### src/dtc_pkg.sv
// Summary of operation
// - Two independent timers, each a 16-bit count of loadable low and high bytes.
// - Timer operation adds one per machine cycle, every 12 processor clocks.
// - Counter operation adds one per detected falling edge on its event input.
// - Recognising a falling edge takes two machine cycles, so half-rate counting at most.
// - Mode register: gate bits 7/3, select bits 6/2, mode pairs 5:4 and 1:0.
// - Select set counts external falling edges; select clear counts machine cycles.
// - Count only while run is set and gate is clear or gate input high.
// - Setting a run bit starts its timer.
// - Mode pair 00 13-bit, 01 16-bit, 10 8-bit reload, 11 split or hold.
// - Mode 0 counts high byte over low five bits; upper low bits undefined.
// - Rolling from all ones to zero sets the timer overflow flag.
// - Setting run never clears counts; counting resumes from held value.
// - Mode 1 matches mode 0 but uses all sixteen bits.
// - Mode 2 low byte counts; overflow sets flag and reloads from high byte.
// - Timer one in mode 3 holds its count as if stopped.
// - Timer zero mode 3 low byte uses timer zero select, gate, run, flag.
// - Timer zero mode 3 high byte counts cycles, runs on run one, sets flag one.
// - With timer zero split, timer one counts outside mode 3, serves baud ticks.
// - Control register: flag one bit 7, run one 6, flag zero 5, run zero 4.
package dtc_pkg;

  // ==========================================================================
  // Register addresses
  localparam logic [7:0] ADDR_CTRL = 8'h88;
  localparam logic [7:0] ADDR_MODE = 8'h89;
  localparam logic [7:0] ADDR_LO0  = 8'h8A;
  localparam logic [7:0] ADDR_LO1  = 8'h8B;
  localparam logic [7:0] ADDR_HI0  = 8'h8C;
  localparam logic [7:0] ADDR_HI1  = 8'h8D;

  // ==========================================================================
  // Field positions and reset values
  localparam int unsigned CTRL_OVF1 = 7;
  localparam int unsigned CTRL_RUN1 = 6;
  localparam int unsigned CTRL_OVF0 = 5;
  localparam int unsigned CTRL_RUN0 = 4;
  localparam int unsigned MODE_T1_LSB = 4;
  localparam int unsigned MODE_T0_LSB = 0;
  localparam logic [7:0] MODE_RST  = 8'h00;
  localparam logic [7:0] CTRL_RST  = 8'h00;
  localparam logic [7:0] COUNT_RST = 8'h00;

  // ==========================================================================
  // Timing
  localparam int unsigned   MC_CLOCKS = 12;
  localparam logic [3:0]    MC_LAST   = 4'(MC_CLOCKS - 1);

  // ==========================================================================
  // Types
  typedef enum logic [1:0] {
    DTC_M13,
    DTC_M16,
    DTC_M8R,
    DTC_SPLIT
  } dtc_tmode_t;

  typedef struct packed {
    logic       gate;
    logic       ext;
    dtc_tmode_t mode;
  } dtc_mode_t;

  typedef struct packed {
    logic       wr;
    logic [7:0] addr;
    logic [7:0] wdata;
  } dtc_sfr_t;

endpackage

### src/dtc_pin_sampler.sv
`timescale 1ns/1ps
`default_nettype none
module dtc_pin_sampler (
  // Clock and reset
  input  wire logic ref_clk,
  input  wire logic rst,
  // Pin and machine cycle strobe
  input  wire logic pin,
  input  wire logic mc_tick,
  // Sampled results
  output logic      level,
  output logic      fall
);

  logic sync_a;
  logic sync_b;

  // ==========================================================================
  // Synchroniser
  always_ff @(posedge ref_clk) begin
    if (rst) begin
      sync_a <= 1'b0;
      sync_b <= 1'b0;
    end else begin
      sync_a <= pin;
      sync_b <= sync_a;
    end
  end

  // ==========================================================================
  // Once-per-machine-cycle sampling
  // A level shorter than one machine cycle may be missed entirely.
  always_ff @(posedge ref_clk) begin
    if (rst) begin
      level <= 1'b1;
      fall  <= 1'b0;
    end else begin
      fall <= mc_tick & level & ~sync_b;
      if (mc_tick) begin
        level <= sync_b;
      end
    end
  end

endmodule // dtc_pin_sampler
`default_nettype wire

### src/dtc_timer_core.sv
`timescale 1ns/1ps
`default_nettype none
module dtc_timer_core (
  // Clock and reset
  input  wire logic             ref_clk,
  input  wire logic             rst,
  // Special function register port
  input  wire dtc_pkg::dtc_sfr_t sfr,
  output logic [7:0]            sfr_rdata,
  // User port pins
  input  wire logic             event_input_zero,
  input  wire logic             event_input_one,
  input  wire logic             external_gate_input_zero,
  input  wire logic             external_gate_input_one,
  // Status
  output logic                  overflow_flag_zero,
  output logic                  overflow_flag_one,
  output logic                  baud_tick_one
);

  // ==========================================================================
  // Declarations
  logic [3:0]         presc;
  logic               mc_tick;
  logic [7:0]         timer_mode_select;
  logic               run_bit_zero;
  logic               run_bit_one;
  logic [7:0]         count_low_byte_zero;
  logic [7:0]         count_high_byte_zero;
  logic [7:0]         count_low_byte_one;
  logic [7:0]         count_high_byte_one;
  dtc_pkg::dtc_mode_t mode0;
  dtc_pkg::dtc_mode_t mode1;
  logic               split0;
  logic               gate_lvl0;
  logic               gate_lvl1;
  logic               fall0;
  logic               fall1;
  logic               inc0;
  logic               inc1;
  logic               inc0_hi;
  logic [16:0]        step0;
  logic [16:0]        step1;
  logic               ovf0_set;
  logic               ovf1_set;
  logic               t1_ovf;
  logic               wr_ctrl;
  logic               wr_mode;
  logic               wr_cnt0;
  logic               wr_cnt1;
  logic [15:0]        cnt0;
  logic [15:0]        cnt1;

  // ==========================================================================
  // One count step for either timer: {overflow, high, low}
  function automatic logic [16:0] count_step(input dtc_pkg::dtc_tmode_t m,
                                             input logic [15:0] c);
    logic [13:0] s13;
    logic [16:0] s16;
    logic [8:0]  s8;
    logic [16:0] r;
    s13 = {1'b0, c[15:8], c[4:0]} + 14'h0001;
    s16 = {1'b0, c} + 17'h0_0001;
    s8  = {1'b0, c[7:0]} + 9'h001;
    case (m)
      dtc_pkg::DTC_M13: begin
        // Bits 7:5 of the low byte are left as they were
        r = {s13[13], s13[12:5], c[7:5], s13[4:0]};
      end
      dtc_pkg::DTC_M16: begin
        r = s16;
      end
      dtc_pkg::DTC_M8R: begin
        r = {s8[8], c[15:8], (s8[8] ? c[15:8] : s8[7:0])};
      end
      dtc_pkg::DTC_SPLIT: begin
        r = {s8[8], c[15:8], s8[7:0]};
      end
      default: begin
        r = s16;
      end
    endcase
    return r;
  endfunction

  // ==========================================================================
  // Machine cycle prescaler
  always_ff @(posedge ref_clk) begin
    if (rst) begin
      presc <= 4'h0;
    end else if (presc == dtc_pkg::MC_LAST) begin
      presc <= 4'h0;
    end else begin
      presc <= presc + 4'h1;
    end
  end

  assign mc_tick = (presc == dtc_pkg::MC_LAST);

  // ==========================================================================
  // Pin sampling
  dtc_pin_sampler u_event0 (
    .ref_clk (ref_clk),
    .rst     (rst),
    .pin     (event_input_zero),
    .mc_tick (mc_tick),
    .level   (),
    .fall    (fall0)
  );

  dtc_pin_sampler u_event1 (
    .ref_clk (ref_clk),
    .rst     (rst),
    .pin     (event_input_one),
    .mc_tick (mc_tick),
    .level   (),
    .fall    (fall1)
  );

  dtc_pin_sampler u_gate0 (
    .ref_clk (ref_clk),
    .rst     (rst),
    .pin     (external_gate_input_zero),
    .mc_tick (mc_tick),
    .level   (gate_lvl0),
    .fall    ()
  );

  dtc_pin_sampler u_gate1 (
    .ref_clk (ref_clk),
    .rst     (rst),
    .pin     (external_gate_input_one),
    .mc_tick (mc_tick),
    .level   (gate_lvl1),
    .fall    ()
  );

  // ==========================================================================
  // Decode
  assign wr_ctrl = sfr.wr && (sfr.addr == dtc_pkg::ADDR_CTRL);
  assign wr_mode = sfr.wr && (sfr.addr == dtc_pkg::ADDR_MODE);
  assign wr_cnt0 = sfr.wr && ((sfr.addr == dtc_pkg::ADDR_LO0) ||
                              (sfr.addr == dtc_pkg::ADDR_HI0));
  assign wr_cnt1 = sfr.wr && ((sfr.addr == dtc_pkg::ADDR_LO1) ||
                              (sfr.addr == dtc_pkg::ADDR_HI1));

  assign mode0  = dtc_pkg::dtc_mode_t'(timer_mode_select[dtc_pkg::MODE_T0_LSB +: 4]);
  assign mode1  = dtc_pkg::dtc_mode_t'(timer_mode_select[dtc_pkg::MODE_T1_LSB +: 4]);
  assign split0 = (mode0.mode == dtc_pkg::DTC_SPLIT);

  assign cnt0 = {count_high_byte_zero, count_low_byte_zero};
  assign cnt1 = {count_high_byte_one, count_low_byte_one};

  // ==========================================================================
  // Count enables
  // Timer zero low part behaves the same in every mode, split included
  assign inc0 = run_bit_zero && (!mode0.gate || gate_lvl0) &&
                (mode0.ext ? fall0 : mc_tick);
  // A timer one in mode 3 stops exactly as with run cleared
  assign inc1 = run_bit_one && (!mode1.gate || gate_lvl1) &&
                (mode1.mode != dtc_pkg::DTC_SPLIT) &&
                (mode1.ext ? fall1 : mc_tick);
  // Split high byte borrows run one and ignores gate and select
  assign inc0_hi = split0 && run_bit_one && mc_tick;

  assign step0 = count_step(mode0.mode, cnt0);
  assign step1 = count_step(mode1.mode, cnt1);

  assign ovf0_set = inc0 && step0[16];
  assign t1_ovf   = inc1 && step1[16];
  // Timer one loses its flag while timer zero is split
  assign ovf1_set = (t1_ovf && !split0) ||
                    (inc0_hi && (count_high_byte_zero == 8'hFF));

  // ==========================================================================
  // Mode register
  always_ff @(posedge ref_clk) begin
    if (rst) begin
      timer_mode_select <= dtc_pkg::MODE_RST;
    end else if (wr_mode) begin
      timer_mode_select <= sfr.wdata;
    end
  end

  // ==========================================================================
  // Control register: run bits and overflow flags
  // A flag set by an overflow in the cycle of a clearing write survives.
  always_ff @(posedge ref_clk) begin
    if (rst) begin
      run_bit_zero       <= dtc_pkg::CTRL_RST[dtc_pkg::CTRL_RUN0];
      run_bit_one        <= dtc_pkg::CTRL_RST[dtc_pkg::CTRL_RUN1];
      overflow_flag_zero <= dtc_pkg::CTRL_RST[dtc_pkg::CTRL_OVF0];
      overflow_flag_one  <= dtc_pkg::CTRL_RST[dtc_pkg::CTRL_OVF1];
    end else if (wr_ctrl) begin
      run_bit_zero       <= sfr.wdata[dtc_pkg::CTRL_RUN0];
      run_bit_one        <= sfr.wdata[dtc_pkg::CTRL_RUN1];
      overflow_flag_zero <= sfr.wdata[dtc_pkg::CTRL_OVF0] | ovf0_set;
      overflow_flag_one  <= sfr.wdata[dtc_pkg::CTRL_OVF1] | ovf1_set;
    end else begin
      overflow_flag_zero <= overflow_flag_zero | ovf0_set;
      overflow_flag_one  <= overflow_flag_one | ovf1_set;
    end
  end

  // ==========================================================================
  // Timer zero counts; software writes win over a same-cycle increment
  always_ff @(posedge ref_clk) begin
    if (rst) begin
      count_low_byte_zero  <= dtc_pkg::COUNT_RST;
      count_high_byte_zero <= dtc_pkg::COUNT_RST;
    end else begin
      if (inc0) begin
        count_low_byte_zero  <= step0[7:0];
        count_high_byte_zero <= step0[15:8];
      end
      if (inc0_hi) begin
        count_high_byte_zero <= count_high_byte_zero + 8'h01;
      end
      if (sfr.wr && (sfr.addr == dtc_pkg::ADDR_LO0)) begin
        count_low_byte_zero <= sfr.wdata;
      end
      if (sfr.wr && (sfr.addr == dtc_pkg::ADDR_HI0)) begin
        count_high_byte_zero <= sfr.wdata;
      end
    end
  end

  // ==========================================================================
  // Timer one counts
  always_ff @(posedge ref_clk) begin
    if (rst) begin
      count_low_byte_one  <= dtc_pkg::COUNT_RST;
      count_high_byte_one <= dtc_pkg::COUNT_RST;
    end else begin
      if (inc1) begin
        count_low_byte_one  <= step1[7:0];
        count_high_byte_one <= step1[15:8];
      end
      if (sfr.wr && (sfr.addr == dtc_pkg::ADDR_LO1)) begin
        count_low_byte_one <= sfr.wdata;
      end
      if (sfr.wr && (sfr.addr == dtc_pkg::ADDR_HI1)) begin
        count_high_byte_one <= sfr.wdata;
      end
    end
  end

  // ==========================================================================
  // Baud tick keeps running while timer zero owns the flag
  always_ff @(posedge ref_clk) begin
    if (rst) begin
      baud_tick_one <= 1'b0;
    end else begin
      baud_tick_one <= t1_ovf;
    end
  end

  // ==========================================================================
  // Read data, one cycle after the address
  always_ff @(posedge ref_clk) begin
    if (rst) begin
      sfr_rdata <= 8'h00;
    end else begin
      case (sfr.addr)
        dtc_pkg::ADDR_CTRL: sfr_rdata <= {overflow_flag_one, run_bit_one,
                                          overflow_flag_zero, run_bit_zero, 4'h0};
        dtc_pkg::ADDR_MODE: sfr_rdata <= timer_mode_select;
        dtc_pkg::ADDR_LO0:  sfr_rdata <= count_low_byte_zero;
        dtc_pkg::ADDR_HI0:  sfr_rdata <= count_high_byte_zero;
        dtc_pkg::ADDR_LO1:  sfr_rdata <= count_low_byte_one;
        dtc_pkg::ADDR_HI1:  sfr_rdata <= count_high_byte_one;
        default:            sfr_rdata <= 8'h00;
      endcase
    end
  end

  // ==========================================================================
  // Assertions
  mc_period_a: assert property (@(posedge ref_clk) disable iff (rst)
    mc_tick |-> ##12 mc_tick)
    else $error("machine cycle period is not 12 clocks");

  timer_step_a: assert property (@(posedge ref_clk) disable iff (rst)
    (inc0 && !mode0.ext && mode0.mode == dtc_pkg::DTC_M16 && !wr_cnt0)
      |=> cnt0 == $past(cnt0) + 16'h0001)
    else $error("timer zero did not advance by one");

  edge_count_a: assert property (@(posedge ref_clk) disable iff (rst)
    (fall0 && mode0.ext && run_bit_zero && !mode0.gate &&
     mode0.mode == dtc_pkg::DTC_M16 && !wr_cnt0)
      |=> cnt0 == $past(cnt0) + 16'h0001)
    else $error("falling edge not counted");

  gate_hold_a: assert property (@(posedge ref_clk) disable iff (rst)
    ((!run_bit_zero || (mode0.gate && !gate_lvl0)) && !wr_cnt0)
      |=> $stable(count_low_byte_zero))
    else $error("timer zero low byte moved while gated off");

  mode0_wrap_a: assert property (@(posedge ref_clk) disable iff (rst)
    (inc0 && mode0.mode == dtc_pkg::DTC_M13 && count_high_byte_zero == 8'hFF &&
     count_low_byte_zero[4:0] == 5'h1F && !wr_cnt0)
      |=> (count_high_byte_zero == 8'h00) && (count_low_byte_zero[4:0] == 5'h00) &&
          overflow_flag_zero)
    else $error("13-bit wrap wrong");

  reload_a: assert property (@(posedge ref_clk) disable iff (rst)
    (inc0 && mode0.mode == dtc_pkg::DTC_M8R && count_low_byte_zero == 8'hFF && !wr_cnt0)
      |=> (count_low_byte_zero == $past(count_high_byte_zero)) &&
          $stable(count_high_byte_zero) && overflow_flag_zero)
    else $error("auto reload wrong");

  t1_hold_a: assert property (@(posedge ref_clk) disable iff (rst)
    (mode1.mode == dtc_pkg::DTC_SPLIT && !wr_cnt1) |=> $stable(cnt1))
    else $error("timer one moved in mode 3");

  split_high_a: assert property (@(posedge ref_clk) disable iff (rst)
    (split0 && run_bit_one && mc_tick && count_high_byte_zero == 8'hFF && !wr_cnt0)
      |=> (count_high_byte_zero == 8'h00) && overflow_flag_one)
    else $error("split high byte overflow missed flag one");

  flag_wins_a: assert property (@(posedge ref_clk) disable iff (rst)
    ovf0_set |=> overflow_flag_zero)
    else $error("overflow flag zero lost");

  run_keeps_a: assert property (@(posedge ref_clk) disable iff (rst)
    (wr_ctrl && sfr.wdata[dtc_pkg::CTRL_RUN0] && !run_bit_zero && !wr_cnt0 && !inc0_hi)
      |=> cnt0 == $past(cnt0))
    else $error("setting run changed the count");

  split_low_a: assert property (@(posedge ref_clk) disable iff (rst)
    (inc0 && split0 && count_low_byte_zero == 8'hFF && !wr_cnt0)
      |=> (count_low_byte_zero == 8'h00) && overflow_flag_zero)
    else $error("split low byte wrap wrong");

  split_idle_a: assert property (@(posedge ref_clk) disable iff (rst)
    (split0 && !run_bit_one && !wr_cnt0) |=> $stable(count_high_byte_zero))
    else $error("split high byte moved without run one");

  baud_pulse_a: assert property (@(posedge ref_clk) disable iff (rst)
    t1_ovf |=> baud_tick_one)
    else $error("timer one overflow gave no baud tick");

endmodule // dtc_timer_core
`default_nettype wire

### config.mk
export PLATFORM = sky130hd
export DESIGN_NAME = dtc_timer_core
export DESIGN_NICKNAME = d
export VERILOG_FILES = /design/src/dtc_pkg.sv /design/src/dtc_pin_sampler.sv /design/src/dtc_timer_core.sv
export SDC_FILE = /design/constraint.sdc
export NUM_CORES = 1
export LEC_CHECK = 0
export BUFFER_PORTS_ARGS = -buffer_cell sky130_fd_sc_hd__buf_4
export CAP_MARGIN = 20
export CORE_AREA = 2 2 122 124
export DETAILED_ROUTE_END_ITERATION = 8
export DIE_AREA = 0 0 124 126
export PLACE_DENSITY_LB_ADDON = 0.1
export SYNTH_ARGS = -nofsm -noshare
export SYNTH_HDL_FRONTEND = slang
export SYNTH_SLANG_ARGS = --single-unit
### constraint.sdc
create_clock -name ref_clk -period 2.3 [get_ports ref_clk]
set_input_delay 0.575 -clock ref_clk [delete_from_list [all_inputs] [get_ports ref_clk]]
set_output_delay 0.575 -clock ref_clk [all_outputs]
set_load 0.005 [all_outputs]
# ---- Word level (Yosys, flattened, before mapping)
# Cells that the tools add are included.
dict set report totals {
  register_bits 71
  latch_bits 0
  ramBits 0
  mem_bits_ro 0
  out_inout_bits 11
  elab_cells 119
  n_memories 0
}
dict set report op_classes {
  add_sub_neg 8
  mul 0
  n_div 0
  n_lt_le_gt_ge 0
  n_eq_ne 21
  shift 0
  muxes 18
  bitwise_logic 10
  reduce_logical 34
}
# op count
set ops {}
lappend ops {{$pmux W17 S4} 2}
lappend ops {{$mux W8} 11}
lappend ops {{$eq A8 B8 Y1 const B} 7}
lappend ops {{$pmux W8 S6} 1}
lappend ops {{$add A16 B1 Y17 const B} 2}
lappend ops {{$add A13 B1 Y14 const B} 2}
lappend ops {{$add A8 B1 Y9 const B} 2}
lappend ops {{$logic_and A1 B1 Y1} 17}
lappend ops {{$ne A2 B2 Y1 const B} 5}
lappend ops {{$add A8 B1 Y8 const B} 1}
lappend ops {{$eq A2 B2 Y1 const B} 4}
lappend ops {{$reduce_and A3 Y1} 2}
lappend ops {{$reduce_bool A2 Y1} 3}
lappend ops {{$add A4 B1 Y4 const B} 1}
lappend ops {{$and A1 B1 Y1} 4}
lappend ops {{$eq A2 B1 Y1 const B} 2}
lappend ops {{$eq A4 B4 Y1 const B} 1}
lappend ops {{$logic_not A2 Y1} 2}
lappend ops {{$mux W1} 4}
lappend ops {{$or A1 B1 Y1} 4}
lappend ops {{$reduce_and A2 Y1} 2}
lappend ops {{$logic_not A1 Y1} 3}
lappend ops {{$logic_or A1 B1 Y1} 3}
lappend ops {{$ne A3 B1 Y1 const B} 1}
lappend ops {{4 further kinds} 5}

# ---- Depth between registers and ports, before layout
dict set report logic_depth {
  ltp_word 10
  mapped_depth 9
  ltp_nobuf 7
}

# ---- Hierarchy
# A second synthesis with hierarchy kept.
dict set report unflattened {
  hier_cells 564
  hier_area_um2 4541.9
}
# module n_inst cells_per_inst area_each_um2 seq_area_each_um2
set modules_own_cells {}
lappend modules_own_cells {dtc_timer_core 1 528 4061.4 1141.1}
lappend modules_own_cells {dtc_pin_sampler 4 9 120.1 80.1}

# ---- Worst setup path after synthesis
# No wires, ideal clock.
dict set report synth_timing {
  path_type {reg2reg}
  startpoint {register presc[0]}
  endpoint {register count_low_byte_one[0]}
  setup_time_ns 0.129
  arrival_time_ns 1.912
  required_ns 2.171
  setup_slack_ns 0.260
  path_stages_with_launch 9
  n_path_buf 1
  period_less_slack_ns 2.040
  cell_sequence {dfxtp_1 > ha_1 > and3b_1 > buf_4 > o2111ai_2 > a21oi_2 > mux2_1 > a311oi_1 > nor3_1}
}
dict set report synth_between {
  elab_chain_len 4
}
# item line
set synth_rtl {}
lappend synth_rtl {{start, declared} dtc_timer_core.sv:23} ;# logic [3:0] presc;
lappend synth_rtl {{start signal, assigned} dtc_timer_core.sv:94} ;# presc <= presc + 4'h1;
lappend synth_rtl {{$eq A4 B4 Y1} dtc_timer_core.sv:98} ;# assign mc_tick = (presc == dtc_pkg::MC_LAST);
lappend synth_rtl {{$mux W1} dtc_timer_core.sv:162} ;# (mode1.ext ? fall1 : mc_tick);
lappend synth_rtl {{$logic_and A1 B1 Y1} dtc_timer_core.sv:161} ;# (mode1.mode != dtc_pkg::DTC_SPLIT) &&
lappend synth_rtl {{$reduce_bool A2 Y1 (no source line)} n/a}
lappend synth_rtl {{end signal, assigned} dtc_timer_core.sv:232} ;# count_low_byte_one <= dtc_pkg::COUNT_RST;
lappend synth_rtl {{end signal, assigned} dtc_timer_core.sv:236} ;# count_low_byte_one <= step1[7:0];
lappend synth_rtl {{end signal, assigned} dtc_timer_core.sv:240} ;# count_low_byte_one <= sfr.wdata;
lappend synth_rtl {{end, declared} dtc_timer_core.sv:30} ;# logic [7:0] count_low_byte_one;
# No other way between the ends.
# A chain may end at the register's enable or synchronous reset.

# ---- Worst setup path in the final report
# Same ends and word-level chain as after synthesis.

==> metrics <==
run status=finished, final reports clean; clock-pin transition on the worst setup and hold timing paths=0.06 ns; Die Y-Extent=126 um; Iter 0 DRT Violations=346; total global routing overflow=0; required arrival time at the worst endpoint=2.51 ns; Power Dens Cells=591 nW/um^2; Crit path max-delay family=compound AO/OA/AOI/OAI gates; cell depth of the worst setup path=7; vias after detailed routing=4,127; Post-Synthesis Cells=524; sequential cell fraction of total power=41.1%; static power due to leakage=1.91 nW; buffers and inverters on the worst path=0; area of the mapped netlist=4190 um^2; async set-or-reset flop fraction in the synthesized netlist=0%; most frequent standard cell in the layout excluding fill and tap cells=buf_4; number of hold buffers added after CTS=0; setup repair after global routing missed its margin=true; vias per std cell=5.41; WHS Path Cells=1; Netlist cell types=64; final setup skew=0.00709 ns; placer congestion estimate=0.897; top cell type by total area after synthesis=dfxtp_1; fraction of the cycle the final worst path needs=94.2%; time the final worst path needs with I/O delays and setup=2.17 ns; clock tree root driver cell=clkbuf_16; power share of the clock group=54.0%; critical path's slowest cell=dfxtp_1; placeable core region=14,300 um^2; switching share of total power=22.9%; register area=1420 um^2; number of clock sinks=71; worst hold slack=0.426 ns; part of the power in combinational logic=5.0%; number of nets in the synthesized netlist=551; length of the first detailed-routing pass in iterations=5; Buffers on Ports=33; # IOs=34; Skew-Pair Late Insertion Delay=0.35 ns; measured slew at the worst slew-check pin=0.615 ns; area growth from synthesis to layout=24.1%; Max Buffers Root-to-Sink=2; Final Setup Violations=0; series of cell instances along the critical path=ha_1 -> and3b_1 -> o2111ai_2 -> a21oi_2 -> mux2_1 -> a311oi_1 -> nor3_1; most common flop cell mapped by yosys=dfxtp_1; WL final=14.5 mm; Final Cell Area=5200 um^2; Hold/Removal Path Class=register to register; first-pass GRT wire length=22.8 mm; startpoint-to-endpoint class of the critical path=register to register; fraction of final layout cells with drive strength greater than 1=20.2%; count of buffers added by post-CTS timing repair for setup=0; Design Power=3.08 mW; arrival time worst endpoint=2.38 ns; Post-Place Cell Area=4830 um^2; vias in the first global route=3,979; Max H-tree Level=3; pin count of the biggest net entering global routing=55; Cell Rows=44; fmax=462 MHz; fillcell total=1,498; number of enable-type register cells in the synthesized netlist=0; Max Cap Violations=0; Die ar.=15,600 um^2; post-layout net count=601; Worst Path Max Fanout=5; post-DP HPWL=10.6 mm; most frequent cells in the layout=74 x buf_4, 70 x dfxtp_1, 61 x nand2_1; initial antenna violation count=0; stage delay of the slowest cell on the critical path=0.35 ns; Yosys warnings=0; Inserted Clock Buffers=9; startpoint type of the worst setup path=register; final-report max-slew violation count=0; flip-flop and latch count after synthesis=71; final count of hold timing violations=0; internal power=2.37 mW; Slew Limit Headroom=59.0%; clock tree from TritonCTS=yes; detailed-route DRC error count=0; average wire per cell in the routed design=19.0 um; proportion of synthesized chip area in sequential cells=33.9%; P_sw=705 uW; VDD IR-drop max=0.000319 V; n_diodes=0; sort of element at the end of the critical path=register; proportion of netlist area held by the largest area contributor=33.9%; CTS-repair resized insts=0; combined global-route utilization of all metal layers=19.5%; final core utilization=36.4%; synth top area cells=dfxtp_1 34%, nand2_1 5.5%, nor2_1 5.0%; width of the chip=124 um; initial core utilization=29.3%; total area of multi-input combinational cells=2630 um^2; syn avg cell area=8.00 um^2; count of nets left with antenna violations after detail routing=0; Worst Reg2Reg Path Length in Cells=7
worst reg2reg max path, stage by stage, from the launching register on:
cell and delay, ns:
dfxtp_1 0.35, ha_1 0.24, and3b_1 0.26, o2111ai_2 0.26
a21oi_2 0.23, mux2_1 0.33, a311oi_1 0.27, nor3_1 0.09
power groups by stage:
stage	Combinational (mW)	Clock [mW]	Sequential [mW]
global placement	0.154	0	1.29
global route	0.166	1.74	1.27
detailed placement	0.153	0	1.29
floorplan	0.0791	0	1.28
CTS	0.153	1.70	1.26
finish	0.153	1.66	1.26
metal layers:
layer	track usage (%)	up-vias	wire length, um
met3	2.81	20	564
met2	28.4	93	6470
met4	8.33	0	362
met5	0	-	0
met1	28.4	1998	7100
li1	-	2016	-
logic make-up (layout without fill, tap and decap cells):
| family | Yosys count | in the layout | share of synthesized area [%] |
|---|---|---|---|
| AOI/OAI and AO/OA | 131 | 131 | 22.0 |
| and+or+nand+nor | 230 | 230 | 27.9 |
| muxes | 26 | 26 | 6.62 |
| adders and majority gates | 4 | 4 | 1.19 |
| buffers and inverters | 41 | 96 | 4.06 |
| xor gates and xnor gates | 21 | 21 | 4.39 |
| DFF | 71 | 71 | 33.9 |
cells in the mapped netlist, drive strengths merged (5+ instances only):
library cell and number:
a21o 5, o21ai 24, dfxtp 71, nor2b 11, nand3 36, and3 7
a211oi 14, nor4 5, nand3b 6, nor2 56, xnor2 15, a22oi 8
buf 11, o22ai 6, nor3 8, a22o 5, clkbuf 24, o211ai 5
inv 6, nand2 61, mux2 14, a21oi 35, xor2 6, nand4 6
a2111oi 7, nand2b 8, mux2i 12
registers in the layout, summed over array words and instances (netlist names), 4 cells and up:
signal,flops
count_high_byte_one,8
count_low_byte_zero,8
count_high_byte_zero,8
sfr_rdata,8
timer_mode_select,8
presc,4
count_low_byte_one,8
metrics by stage:
step	TNS [ns]	std cells	setup slack, ns
6_report	0	763	0.134
5_1_grt	-0.00896	763	-0.00896
4_1_cts	0	763	0.103
3_5_place_dp	0	747	0.00219
3_3_place_gp	0	747	0.0616
2_1_floorplan	0	524	0.260
path summary, 6_finish.rpt:
kind / from / endpoint / slack (ns)
max reg2reg: presc[0]$_SDFF_PP0_ / count_low_byte_one[0]$_SDFFE_PP0P_ / 0.13
max: presc[0]$_SDFF_PP0_ / count_low_byte_one[0]$_SDFFE_PP0P_ / 0.13
min reg2reg: u_event0.sync_b$_SDFF_PP0_ / u_event0.fall$_SDFF_PP0_ / 0.43
min: u_event0.sync_b$_SDFF_PP0_ / u_event0.fall$_SDFF_PP0_ / 0.43
final cells by class:
| class | count | area share [%] |
|---|---|---|
| clock buffer | 9 | 4.33 |
| multi-input combinational | 412 | 50.5 |
| sequential | 71 | 27.3 |
| timing repair buffer | 74 | 10.7 |
| tap | 184 | 4.42 |
| clock inverter | 7 | 2.33 |
| inverter | 6 | 0.433 |
Note: power is estimated with default switching activity, not from simulation.
